<file path="src/include/pcb_params.svh">
/*
  Register offsets, field positions, reset values and timing counts for
  the pin configuration bank. Assumes a 125 MHz clock.
*/
`ifndef PCB_PARAMS_SVH
`define PCB_PARAMS_SVH

`define PCB_ADDR_PIN4        8'h64
`define PCB_ADDR_PIN5        8'h65
`define PCB_ADDR_PIN6        8'h66

`define PCB_BIT_OUT_VALUE    0
`define PCB_BIT_LEVEL        1
`define PCB_BIT_DIRECTION    2
`define PCB_BIT_PULLDOWN     3
`define PCB_BIT_DEB_SEL      4
`define PCB_BIT_SLEEP_LOW    7

`define PCB_RST_OUT_VALUE    1'b0
`define PCB_RST_LEVEL        1'b1
`define PCB_RST_DIRECTION    1'b0
`define PCB_RST_PULLDOWN     1'b1
`define PCB_RST_DEB_SEL      1'b0
`define PCB_RST_SLEEP_LOW    1'b0

// Times in nanoseconds, clock period in nanoseconds
`define PCB_CLK_PERIOD_NS    8
`define PCB_SHORT_TICK_NS    30500
`define PCB_LONG_TICK_NS     50000000
`define PCB_SHORT_DEB_NS     91500
`define PCB_LONG_DEB_NS      150000000
`define PCB_SHORT_TICK_CYC   ((`PCB_SHORT_TICK_NS + `PCB_CLK_PERIOD_NS - 1) / `PCB_CLK_PERIOD_NS)
`define PCB_LONG_TICK_CYC    ((`PCB_LONG_TICK_NS + `PCB_CLK_PERIOD_NS - 1) / `PCB_CLK_PERIOD_NS)
// Equal samples needed: debounce time over tick, rounded up
`define PCB_SHORT_SAMPLES    ((`PCB_SHORT_DEB_NS + `PCB_SHORT_TICK_NS - 1) / `PCB_SHORT_TICK_NS)
`define PCB_LONG_SAMPLES     ((`PCB_LONG_DEB_NS + `PCB_LONG_TICK_NS - 1) / `PCB_LONG_TICK_NS)

`endif

</file>
<file path="src/include/pcb_pkg.sv">
/*
  Types for the pin configuration bank. Used by the top module and the bench.
*/
package pcb_pkg;

  typedef struct packed {
    logic       sleepLow;
    logic       debSel;
    logic       pulldownEnable;
    logic       direction;
    logic       outValue;
  } pcb_cfg_t;

  typedef struct packed {
    logic [2:0] outEnable;
    logic [2:0] outLevel;
    logic [2:0] pulldownOn;
  } pcb_pad_t;

endpackage

</file>
<file path="src/logic/pcb_pin_bank.sv">
/*
  Configuration and status of three general-purpose pins, one byte register
  each at offsets 0x64, 0x65 and 0x66. Pin index 2 is the sleep-capable pin,
  the only one that can take part in the power-up sequence.
  Per pin: output value, direction, pulldown enable and debounce select are
  software fields; the level status bit is the synchronised, debounced pad.
  The pad controls leave as one registered struct, one cycle after a change
  of configuration, so the pad ring never sees decode glitches.

  Assumes:
  - one clock; both resets are synchronous and active high, and the general
    reset wins over the power-off reset when both are high;
  - a plain strobe register port; read data stand in the cycle after the
    read strobe only and read as zero otherwise, and the port never waits;
  - pad inputs synchronous to the clock, still passed through two flops so
    that a slow pad edge cannot split across the debounce logic;
  - a boot strap for the sleep-capable pin's direction that is steady while
    the general reset is high;
  - the power state machine holds the sleep and power-sequence levels
    steady for at least one clock around each change.
*/
`timescale 1ns/1ps
`default_nettype none
`include "pcb_params.svh"


module pcb_pin_bank
  import pcb_pkg::*;
#(
  parameter int SHORT_TICK_CYC = `PCB_SHORT_TICK_CYC,
  parameter int LONG_TICK_CYC  = `PCB_LONG_TICK_CYC,
  parameter int SHORT_SAMPLES  = `PCB_SHORT_SAMPLES,
  parameter int LONG_SAMPLES   = `PCB_LONG_SAMPLES
) (
  // Clock and resets
  input  wire logic       clock,
  input  wire logic       reset,
  input  wire logic       powerOffReset,
  // Power state and boot strap
  input  wire logic       sleepMode,
  input  wire logic       inPowerSequence,
  input  wire logic       bootDirection,
  // Register port
  input  wire logic [7:0] regAddr,
  input  wire logic [7:0] regWrData,
  input  wire logic       regWrite,
  input  wire logic       regRead,
  output logic      [7:0] regRdData,
  // Pads
  input  wire logic [2:0] padIn,
  output pcb_pad_t        padCtrl
);

  // ----------------------------------------------------------------
  // Pin indices
  // ----------------------------------------------------------------
  // Decode returns NO_PIN for an address outside the bank
  localparam int         N_PINS    = 3;
  localparam int         SLEEP_PIN = 2;
  localparam logic [1:0] NO_PIN    = 2'd3;

  // ----------------------------------------------------------------
  // Register decode
  // ----------------------------------------------------------------
  function automatic logic [1:0] pinIndex(input logic [7:0] addr);
    case (addr)
      `PCB_ADDR_PIN4: pinIndex = 2'd0;
      `PCB_ADDR_PIN5: pinIndex = 2'd1;
      `PCB_ADDR_PIN6: pinIndex = 2'd2;
      default:        pinIndex = NO_PIN;
    endcase
  endfunction

  // Register byte layout, the same on all three pins:
  //   bit 0 output value, bit 1 level status (read only), bit 2 direction,
  //   bit 3 pulldown enable, bit 4 debounce select, bit 7 sleep-low on the
  //   sleep-capable pin only. Other bits read zero and ignore writes.

  // Fields taken from a written byte; the status bit has no storage, so a
  // write to it cannot reach anything
  function automatic pcb_cfg_t cfgFromByte(input logic [7:0] data, input logic hasSleep);
    pcb_cfg_t cfg;
    cfg.outValue       = data[`PCB_BIT_OUT_VALUE];
    cfg.direction      = data[`PCB_BIT_DIRECTION];
    cfg.pulldownEnable = data[`PCB_BIT_PULLDOWN];
    cfg.debSel         = data[`PCB_BIT_DEB_SEL];
    cfg.sleepLow       = hasSleep & data[`PCB_BIT_SLEEP_LOW];
    return cfg;
  endfunction

  // Read byte: stored fields, live status, zero in unused positions
  function automatic logic [7:0] readWord(input pcb_cfg_t cfg, input logic level);
    logic [7:0] word;
    word                     = 8'h00;
    word[`PCB_BIT_OUT_VALUE] = cfg.outValue;
    word[`PCB_BIT_LEVEL]     = level;
    word[`PCB_BIT_DIRECTION] = cfg.direction;
    word[`PCB_BIT_PULLDOWN]  = cfg.pulldownEnable;
    word[`PCB_BIT_DEB_SEL]   = cfg.debSel;
    word[`PCB_BIT_SLEEP_LOW] = cfg.sleepLow;
    return word;
  endfunction

  // Samples a new level must hold before it is taken, by debounce setting
  function automatic logic [3:0] samplesNeeded(input logic longSel);
    samplesNeeded = longSel ? 4'(LONG_SAMPLES) : 4'(SHORT_SAMPLES);
  endfunction

  pcb_cfg_t   cfg_r [3];
  logic [2:0] level_r;
  logic [2:0] syncA_r;
  logic [2:0] syncB_r;
  logic [1:0] wrIdx;
  logic [1:0] rdIdx;

  assign wrIdx = pinIndex(regAddr);
  assign rdIdx = pinIndex(regAddr);

  // ----------------------------------------------------------------
  // Configuration registers
  // ----------------------------------------------------------------
  // Two ordinary pins: general reset only
  for (genvar p = 0; p < 2; p++) begin : gPlain
    always_ff @(posedge clock) begin
      if (reset) begin
        cfg_r[p].outValue       <= `PCB_RST_OUT_VALUE;
        cfg_r[p].direction      <= `PCB_RST_DIRECTION;
        cfg_r[p].pulldownEnable <= `PCB_RST_PULLDOWN;
        cfg_r[p].debSel         <= `PCB_RST_DEB_SEL;
        cfg_r[p].sleepLow       <= 1'b0;
      end else if (regWrite && wrIdx == 2'(p)) begin
        cfg_r[p] <= cfgFromByte(regWrData, 1'b0);
      end
    end
  end

  // Power-off reset reaches only the sleep-capable pin, and only while that
  // pin belongs to the power-up sequence; outside it the pin keeps its setup
  logic offResetHit;
  assign offResetHit = powerOffReset && inPowerSequence;

  // Sleep-capable pin: general reset wins over power-off reset
  always_ff @(posedge clock) begin
    if (reset) begin
      cfg_r[2].outValue       <= `PCB_RST_OUT_VALUE;
      cfg_r[2].direction      <= bootDirection;
      cfg_r[2].pulldownEnable <= `PCB_RST_PULLDOWN;
      cfg_r[2].debSel         <= `PCB_RST_DEB_SEL;
      cfg_r[2].sleepLow       <= `PCB_RST_SLEEP_LOW;
    end else if (offResetHit) begin
      cfg_r[2].pulldownEnable <= 1'b0;
      cfg_r[2].direction      <= 1'b1;
      cfg_r[2].outValue       <= `PCB_RST_OUT_VALUE;
    end else if (regWrite && wrIdx == 2'd2) begin
      cfg_r[2] <= cfgFromByte(regWrData, 1'b1);
    end
  end

  // ----------------------------------------------------------------
  // Sampling ticks
  // ----------------------------------------------------------------
  // One short and one long tick shared by all pins saves counters. The
  // price: the tick phase is not tied to the pad edge, so a debounce may
  // end up to one tick period before its nominal time.
  // At the default clock the short tick is 3813 cycles, the long one
  // 6250000 cycles; counters are sized from the parameters.
  localparam int SHORT_W = $clog2(SHORT_TICK_CYC + 1);
  localparam int LONG_W  = $clog2(LONG_TICK_CYC + 1);
  logic [SHORT_W-1:0] shortCnt_r;
  logic [LONG_W-1:0]  longCnt_r;
  logic               shortTick_r;
  logic               longTick_r;

  always_ff @(posedge clock) begin
    if (reset) begin
      shortCnt_r  <= '0;
      shortTick_r <= 1'b0;
    end else if (shortCnt_r == SHORT_W'(SHORT_TICK_CYC - 1)) begin
      shortCnt_r  <= '0;
      shortTick_r <= 1'b1;
    end else begin
      shortCnt_r  <= shortCnt_r + SHORT_W'(1);
      shortTick_r <= 1'b0;
    end
  end

  always_ff @(posedge clock) begin
    if (reset) begin
      longCnt_r  <= '0;
      longTick_r <= 1'b0;
    end else if (longCnt_r == LONG_W'(LONG_TICK_CYC - 1)) begin
      longCnt_r  <= '0;
      longTick_r <= 1'b1;
    end else begin
      longCnt_r  <= longCnt_r + LONG_W'(1);
      longTick_r <= 1'b0;
    end
  end

  // ----------------------------------------------------------------
  // Synchroniser and debounce
  // ----------------------------------------------------------------
  // The synchroniser resets high, like the status bit, so that no false
  // change is counted in the first cycles after reset
  always_ff @(posedge clock) begin
    if (reset) begin
      syncA_r <= 3'h7;
      syncB_r <= 3'h7;
    end else begin
      syncA_r <= padIn;
      syncB_r <= syncA_r;
    end
  end

  logic [3:0] stable_r [3];

  for (genvar p = 0; p < N_PINS; p++) begin : gDeb
    logic       tick;
    logic [3:0] need;
    assign tick = cfg_r[p].debSel ? longTick_r : shortTick_r;
    assign need = samplesNeeded(cfg_r[p].debSel);

    // Level accepted only after 'need' consecutive ticks differing from it
    always_ff @(posedge clock) begin
      if (reset) begin
        level_r[p]  <= `PCB_RST_LEVEL;
        stable_r[p] <= 4'h0;
      end else if (syncB_r[p] == level_r[p]) begin
        stable_r[p] <= 4'h0;
      end else if (tick) begin
        if (stable_r[p] + 4'h1 >= need) begin
          level_r[p]  <= syncB_r[p];
          stable_r[p] <= 4'h0;
        end else begin
          stable_r[p] <= stable_r[p] + 4'h1;
        end
      end
    end
  end

  // ----------------------------------------------------------------
  // Pad drive
  // ----------------------------------------------------------------
  always_ff @(posedge clock) begin
    if (reset) begin
      padCtrl <= '0;
    end else begin
      for (int p = 0; p < N_PINS; p++) begin
        padCtrl.outEnable[p]  <= cfg_r[p].direction;
        padCtrl.outLevel[p]   <= cfg_r[p].outValue;
        padCtrl.pulldownOn[p] <= cfg_r[p].pulldownEnable;
      end
      // Force-low acts on an output only; an input keeps its pulldown as set
      if (sleepMode && cfg_r[SLEEP_PIN].sleepLow && cfg_r[SLEEP_PIN].direction) begin
        padCtrl.outLevel[SLEEP_PIN] <= 1'b0;
      end
    end
  end

  // ----------------------------------------------------------------
  // Read port
  // ----------------------------------------------------------------
  always_ff @(posedge clock) begin
    if (reset) begin
      regRdData <= 8'h00;
    end else if (regRead && rdIdx != NO_PIN) begin
      regRdData <= readWord(cfg_r[rdIdx], level_r[rdIdx]);
    end else begin
      regRdData <= 8'h00;
    end
  end

endmodule
`default_nettype wire
</file>
<file path="config.mk">
export PLATFORM = sky130hd
export DESIGN_NAME = pcb_pin_bank
export DESIGN_NICKNAME = d
export VERILOG_FILES = /design/src/include/pcb_pkg.sv /design/src/logic/pcb_pin_bank.sv
export VERILOG_INCLUDE_DIRS = /design/src /design/src/include
export SDC_FILE = /design/constraint.sdc
export NUM_CORES = 1
export LEC_CHECK = 0
export ABC_AREA = 1
export BUFFER_PORTS_ARGS = -buffer_cell sky130_fd_sc_hd__buf_2
export CAP_MARGIN = 20
export CORE_MARGIN = 1
export CORE_UTILIZATION = 40
export DETAILED_ROUTE_END_ITERATION = 8
export PLACE_DENSITY = 0.69
export SLEW_MARGIN = 5
export SYNTH_ARGS = -nofsm -noshare
export SYNTH_HDL_FRONTEND = slang
export SYNTH_SLANG_ARGS = --single-unit
</file>
<file path="constraint.sdc">
create_clock -name clock -period 1.5 [get_ports clock]
set_clock_uncertainty 0.15 [all_clocks]
set_input_delay 0.15 -clock clock [delete_from_list [all_inputs] [get_ports clock]]
set_output_delay 0.15 -clock clock [all_outputs]
set_load 0.01 [all_outputs]
</file>
* After elaboration in Yosys (flattened, before gate mapping)
Memories as Yosys holds them, arrays and structs flattened. A register that Yosys moved wholly into a read port is not among the register bits. Index checks and enable logic that the tools add are counted.
Word-level totals: output and inout bits 17, memories 2, RAM bits 27, register bits after elaboration 63
Operators by class: bitwise operators 22, eq/ne operators 11, mux-type cells 80, reduce and logical (&&, ||, !) cells 15, order comparisons 4, add/sub/neg operators 5
Memories:
- cfg_r | words 3, bits a word 5, rd ports 4, clocked after Yosys merged registers in 1, wr ports 3, RTL line pcb_pin_bank.sv:109 | pcb_cfg_t cfg_r [3];
- stable_r | words 3, bits a word 4, rd ports 3, clocked after Yosys merged registers in 0, wr ports 3, RTL line pcb_pin_bank.sv:215 | logic [3:0] stable_r [3];
Operators with widths (number):
- $mux W1 | 66
- $mux W4 | 9
- $eq A8 B7 Y1 const B | 3
- $add A23 B1 Y23 const B | 1
- $eq A23 B23 Y1 const B | 1
- $or A1 B1 Y1 | 18
- $add A12 B1 Y12 const B | 1
- $add A4 B1 Y4 const B | 3
- $eq A12 B12 Y1 const B | 1
- $ge A4 B2 Y1 const B | 3
- $mux W5 | 2
- $reduce_and A3 Y1 | 3
- $reduce_or A2 Y1 | 4
- $logic_and A1 B1 Y1 | 7
- $pmux W2 S3 | 1
- $not A1 Y1 | 4
- $eq A1 B1 Y1 | 3
- $lt A2 B3 Y1 const B | 1
- $bmux W1 S2 | 1
- $eq A2 B1 Y1 const B | 1
- $eq A2 B2 Y1 const B | 1
- $logic_not A2 Y1 | 1
- $mux W2 | 1
- $ne A2 B2 Y1 const B | 1

* Longest topological paths before layout
Gate-level depths: netlist of run 1. An unclocked memory read counts as a cell.
depth in word-level cells 10, gate-level depth with buffers 9, gate-level depth less buffers 9

* Least setup slack after synthesis of run 1
No wires, ideal clock.
path type register to register, from register longCnt_r[0], to register longCnt_r[13], path buffers 1, clock period less this slack 1500 ps, arrival 1228 ps, setup slack 0 ps, required time 1228 ps, cell stages (with the launch flop) 8, path through dfxtp_1 > ha_1 > nand3_4 > nor2_1 > nand3_2 > nand2_4 > buf_6 > a21oi_1
Between the ends: cells in the longest elaborated chain, start to end 2, elaborated cells on any way between the ends 3, those cells by class 1 x add/sub; 1 x eq/ne; 1 x reduce/logical
RTL lines:
- from (decl) | RTL line pcb_pin_bank.sv:170 | logic [LONG_W-1:0] longCnt_r;
- from (signal assigned) | RTL line pcb_pin_bank.sv:195 | longCnt_r <= longCnt_r + LONG_W'(1);
- parallel branches: the longest is 2 deep, another holds $add A23 B1 Y23
Parallel ways; which one is timed is not known. A chain may end at the register's enable or synchronous reset.

==> impl_metrics.json, run 1 <==
{
  "status": "complete, but fails checks",
  "violations": "setup timing",
  "drive_gt1_frac": 0.247,
  "fin_crit_sh": 1.04,
  "synth-seq-cells": 86,
  "final_common_cell": "nand2_1",
  "setup_violations": 4,
  "die_h_microns": 104,
  "rows": 36,
  "cts_sinks": 86,
  "synth_edf_count": 25,
  "path_class": "reg -> reg",
  "fin_crit_ps": 1560,
  "firstDrtPassIters": 4,
  "die-area_sq_mm": 0.0107,
  "vias_per_cell": 4.62,
  "routed_wl_microns": 9010,
  "hold_path_class": "in -> reg",
  "n_antenna_cell": 0,
  "rsz0062_at_grt": "true",
  "synth-seq-area-share": 0.478,
  "antenna_found_initial": 0,
  "start_util": 0.417,
  "fill_cells": 935,
  "ys.flop_type": "dfxtp_1",
  "ios": 44,
  "post-place-ws_ps": -105,
  "ant_nets": 0,
  "synthToLayoutAreaGrowth_pct": 25.1,
  "crit_path_end_kind": "register",
  "nets": 666,
  "required_ps": 1550,
  "cts-htree-levels": 3,
  "async_flop_share": 0,
  "hold_violations": 0,
  "syn_area_sq_mm": 0.00413,
  "critPathArrivalTime_ps": 1610,
  "overflow": 0,
  "grt_max_degree": 20,
  "cts_buffers": 9,
  "setup_ws_ps": -59.1,
  "most-common-layout-cells": "nand2_1, nor2_1, inv_1",
  "drt_iter0_drc": 157,
  "critPathMaxFanout": 4,
  "synthCells": 539,
  "die_w_microns": 104,
  "p_per_area_mw_per_mm2": 861,
  "start_kind": "register",
  "track_usage": 0.172,
  "grt_pass1_vias": 3462,
  "slew_violations": 0,
  "reg2reg_setup_slack_ps": -60,
  "drc_errors": 0,
  "finalPower_uw": 4440,
  "synth_cell_types": 31,
  "synth.avg_cell_area_sq_um": 7.66,
  "power_leakage_uw": 0.00212,
  "yosysWarnings": 0,
  "path_clk_slew_ps": 80,
  "cts_tree": "yes",
  "clock_path_buffers": 2,
  "dpl.hpwl_microns": 6370,
  "grt_pass1_wl_microns": 15000,
  "clock_latency_ps": 350,
  "coreArea_sq_mm": 0.00991,
  "vias": 3547,
  "maxCapViolations": 0,
  "cts_root_buffer": "clkbuf_8",
  "wire_per_inst_microns": 11.7,
  "fmax_mhz": 641,
  "vdd_drop_max_mv": 0.460,
  "io_buffer_count": 38,
  "place_congestion": 0.850
}
==> repair_timing <==
| item | 4_1_cts | 5_1_grt |
|---|---|---|
| cloned | 2 | 1 |
| resized for setup | 11 | 45 |
| endpoints found under the hold margin | 10 | 0 |
| endpoints found under the setup margin | 29 | 53 |
| pin swaps | 4 | 14 |
| hold buffers | 9 | 0 |
| buffers inserted | 2 | 5 |
==> kinds of logic after synthesis <==
family,after synthesis,synth area share
xor+xnor,14,0.0297
fa+ha+maj,9,0.0273
other cells,1,0.000908
flops,86,0.478
buf+inv,89,0.0876
compound gates,39,0.0497
simple gates,301,0.327
==> worst max-delay path: stages (launching register included) <==
cell	delay, ps
edfxtp_1	410
inv_1	80
ha_1	200
nand3b_1	210
nor2_2	150
nand3_2	100
nor2_1	120
==> Yosys cell counts (7+ instances only) <==
cell type | instances | area, sq um
nand3b_1 | 7 | 52.6
nand2_1 | 127 | 477
nand4_1 | 9 | 56.3
or2_2 | 7 | 43.8
edfxtp_1 | 25 | 751
dfxtp_1 | 61 | 1220
nand3_1 | 33 | 165
inv_1 | 77 | 289
ha_1 | 9 | 113
o21ai_0 | 14 | 70.1
xor2_1 | 9 | 78.8
nor2_1 | 94 | 353
a21oi_1 | 22 | 110
==> registers in the layout, summed over array words and instances, names as in the netlist <==
register and count:
longCnt_r 23, padCtrl 9, level_r 3, longTick_r 1
syncA_r 3, shortTick_r 1, shortCnt_r 12, cfg_r 13
syncB_r 3, stable_r 12, regRdData 6
==> per-stage QoR <==
step	util	hold slack (ps)	TNS, ps	cell area, sq um	cells
2_1_floorplan	-	104	0	4160	546
3_3_place_gp	0.468	188	-381	4640	733
3_5_place_dp	0.468	191	-2260	4640	733
4_1_cts	0.505	13.1	0	5000	762
5_1_grt	0.521	5.59	-1210	5160	768
6_report	0.521	13.9	-102	5160	768
==> per-layer routing <==
metal,routed length [microns],share of wire,up-vias,track usage
met4,117,0.013,0,0.0507
met3,255,0.028,12,0.0352
li1,-,-,1863,-
met5,0,0,-,0
met1,3920,0.44,1619,0.199
met2,4720,0.52,53,0.315
==> area by class of cell <==
class / instances / area (sq um) / area share
clock inverters: 5 / 60.1 / 0.0116
inverters: 79 / 297 / 0.0574
multi-input cells: 373 / 1980 / 0.383
clock buffers: 11 / 131 / 0.0254
flip-flops and latches: 86 / 1990 / 0.385
well taps: 133 / 166 / 0.0322
repair buffers: 81 / 547 / 0.106
==> final timing paths <==
kind | from | cells after the start | to
setup / recovery | stable_r[0][0]$_SDFFCE_PN0P_ | 6 | stable_r[0][1]$_SDFFCE_PN0P_
hold / removal | regWrData[2] | 3 | cfg_r[0][1]$_SDFFCE_PN0P_
setup reg to reg | stable_r[0][0]$_SDFFCE_PN0P_ | 6 | stable_r[0][1]$_SDFFCE_PN0P_
hold reg to reg | syncA_r[1]$_SDFF_PP1_ | 1 | syncB_r[1]$_SDFF_PP1_
==> report_power, final <==
part	internal, uW	switching (uW)
Clock	774	818
Sequential	2460	47.0
Combinational	150	193
Total	3390	1060
Note: power is estimated with default switching activity, not from simulation.
==> run 2, diff against run 1 <==
--- a/config.mk
+++ b/config.mk
@@ -10,9 +10,10 @@
 export BUFFER_PORTS_ARGS = -buffer_cell sky130_fd_sc_hd__buf_2
 export CAP_MARGIN = 20
 export CORE_MARGIN = 1
-export CORE_UTILIZATION = 40
+export CORE_UTILIZATION = 53
 export DETAILED_ROUTE_END_ITERATION = 8
-export PLACE_DENSITY = 0.69
+export PLACE_DENSITY = 0.85
+export SETUP_SLACK_MARGIN = 0.02
 export SLEW_MARGIN = 5
 export SYNTH_ARGS = -nofsm -noshare
 export SYNTH_HDL_FRONTEND = slang
==> impl_metrics.json, run 2 (synthesis results as in run 1) <==
{
  "grt_pass1_wl_microns": 15300,
  "cts_sinks": 86,
  "reg2reg_setup_slack_ps": -20,
  "die_h_microns": 90.3,
  "critPathArrivalTime_ps": 1630,
  "hold_path_class": "in -> reg",
  "track_usage": 0.234,
  "ios": 44,
  "power_leakage_uw": 0.00212,
  "slew_violations": 0,
  "cts_root_buffer": "clkbuf_8",
  "path_class": "reg -> reg",
  "drt_iter0_drc": 210,
  "cts_tree": "yes",
  "drive_gt1_frac": 0.301,
  "whs_path_depth": 4,
  "grt_max_degree": 23,
  "maxCapViolations": 0,
  "largest_registers": "longCnt_r x23, cfg_r x13",
  "critical-path-max-stage-delay_ps": 350,
  "cts-htree-levels": 3,
  "hold_start": "regAddr[0]",
  "coreArea_sq_mm": 0.00741,
  "min_to": "regRdData[7]$_SDFF_PP0_",
  "die-area_sq_mm": 0.00815,
  "critPathMaxFanout": 5,
  "antenna_found_initial": 0,
  "vias": 3859,
  "setup_violations": 7,
  "nets": 665,
  "wire_per_inst_microns": 14.0,
  "rsz0062_at_grt": "true",
  "dpl.hpwl_microns": 6220,
  "dpl_cell_area_sq_mm": 0.00457,
  "critPathBufInv": 1,
  "overflow": 0,
  "setup_ws_ps": -24.4,
  "crit-reg2reg-launch": "longCnt_r[15]$_SDFF_PP0_",
  "rows": 31,
  "final_area_sq_mm": 0.00527,
  "regMostFlops": "longCnt_r",
  "required_ps": 1600,
  "crit_path_end_kind": "register",
  "worst-path-stages": 6,
  "io_buffer_count": 38,
  "hold_violations": 1,
  "p_per_area_mw_per_mm2": 887,
  "worstPathCellList": "inv_1 -> nand4_1 -> nor2_4 -> nand3_4 -> nand2_4 -> a21oi_2",
  "drc_errors": 0,
  "vdd_drop_max_mv": 0.402,
  "fmax_mhz": 656,
  "fin_crit_sh": 1.02,
  "n_antenna_cell": 0,
  "grt_pass1_vias": 3617,
  "cts_buffers": 9,
  "path_clk_slew_ps": 90,
  "crit_family": "simple AND/OR/NAND/NOR gates",
  "place_congestion": 0.884,
  "fin_crit_ps": 1520,
  "r2r-end": "longCnt_r[5]$_SDFF_PP0_",
  "start_util": 0.557,
  "whs_ps": -61.5,
  "synthToLayoutAreaGrowth_pct": 27.7,
  "routed_wl_microns": 10300,
  "final_common_cell": "nand2_1",
  "clock_latency_ps": 370,
  "clock_path_buffers": 2,
  "status": "complete, but fails checks",
  "violations": "hold timing, setup timing",
  "most-common-layout-cells": "nand2_1, inv_1, nor2_1",
  "largest_reg_flops": 23,
  "die_w_microns": 90.3,
  "ant_nets": 0,
  "vias_per_cell": 5.26,
  "rr_worst_depth": 6,
  "firstDrtPassIters": 8,
  "start_kind": "register",
  "cp_slowest_cell": "dfxtp_1"
}
[run 2: cell type report]
| type | count | area [sq um] |
|---|---|---|
| fill | 556 | 2130 |
| multi-input combinational | 375 | 2100 |
| sequential | 86 | 2000 |
| timing repair buffer | 78 | 529 |
| inverter | 79 | 299 |
| clock buffer | 9 | 124 |
| tap | 99 | 124 |
| clock inverter | 7 | 96.3 |
[run 2: per-stage QoR]
step	utilization	TNS [ps]	std cells	setup slack, ps	power (uW)
2_1_floorplan	-	0	546	62.9	2730
3_3_place_gp	0.617	-146	693	-48.0	2820
3_5_place_dp	0.617	-2300	693	-92.6	2840
4_1_cts	0.677	0	725	18.2	4650
5_1_grt	0.712	-1330	733	-124	4840
6_report	0.712	-48.9	733	-24.4	4680
[run 2: what timing repair did]
| action | CTS | global route |
|---|---|---|
| setup endpoints to repair | 43 | 53 |
| resized for setup | 16 | 73 |
| hold buffers | 10 | 0 |
| gates cloned | 3 | 1 |
| buffers inserted | 3 | 8 |
| endpoints found under the hold margin | 13 | 0 |
| pin swaps | 8 | 19 |
[run 2: how the worst max path moves through the flow]
stage	startpoint	to	slack, ps
2_1_floorplan	longCnt_r[1]$_SDFF_PP0_	longCnt_r[13]$_SDFF_PP0_	60
3_3_place_gp	regAddr[7]	cfg_r[2][4]$_SDFFCE_PN0P_	-50
3_5_place_dp	regAddr[4]	cfg_r[2][2]$_DFFE_PP_	-90
4_1_cts	stable_r[1][0]$_SDFFCE_PN0P_	stable_r[1][0]$_SDFFCE_PN0P_	20
5_1_grt	longCnt_r[6]$_SDFF_PP0_	longCnt_r[20]$_SDFF_PP0_	-120
6_report	longCnt_r[15]$_SDFF_PP0_	longCnt_r[5]$_SDFF_PP0_	-20
[run 2: power by group]
| group | internal, uW | switching, uW |
|---|---|---|
| Sequential | 2460 | 48.5 |
| Combinational | 149 | 209 |
| Clock | 941 | 872 |
[run 2: worst register-to-register path, cell delays in order (launching register included)]
cell	delay, ps
dfxtp_1	350
inv_1	90
nand4_1	150
nor2_4	180
nand3_4	230
nand2_4	200
a21oi_2	60
[run 2: metal layers]
layer,global-route usage,part of all wire
met1,0.259,0.39
met3,0.0396,0.052
met2,0.429,0.52
met5,0,0
met4,0.118,0.044
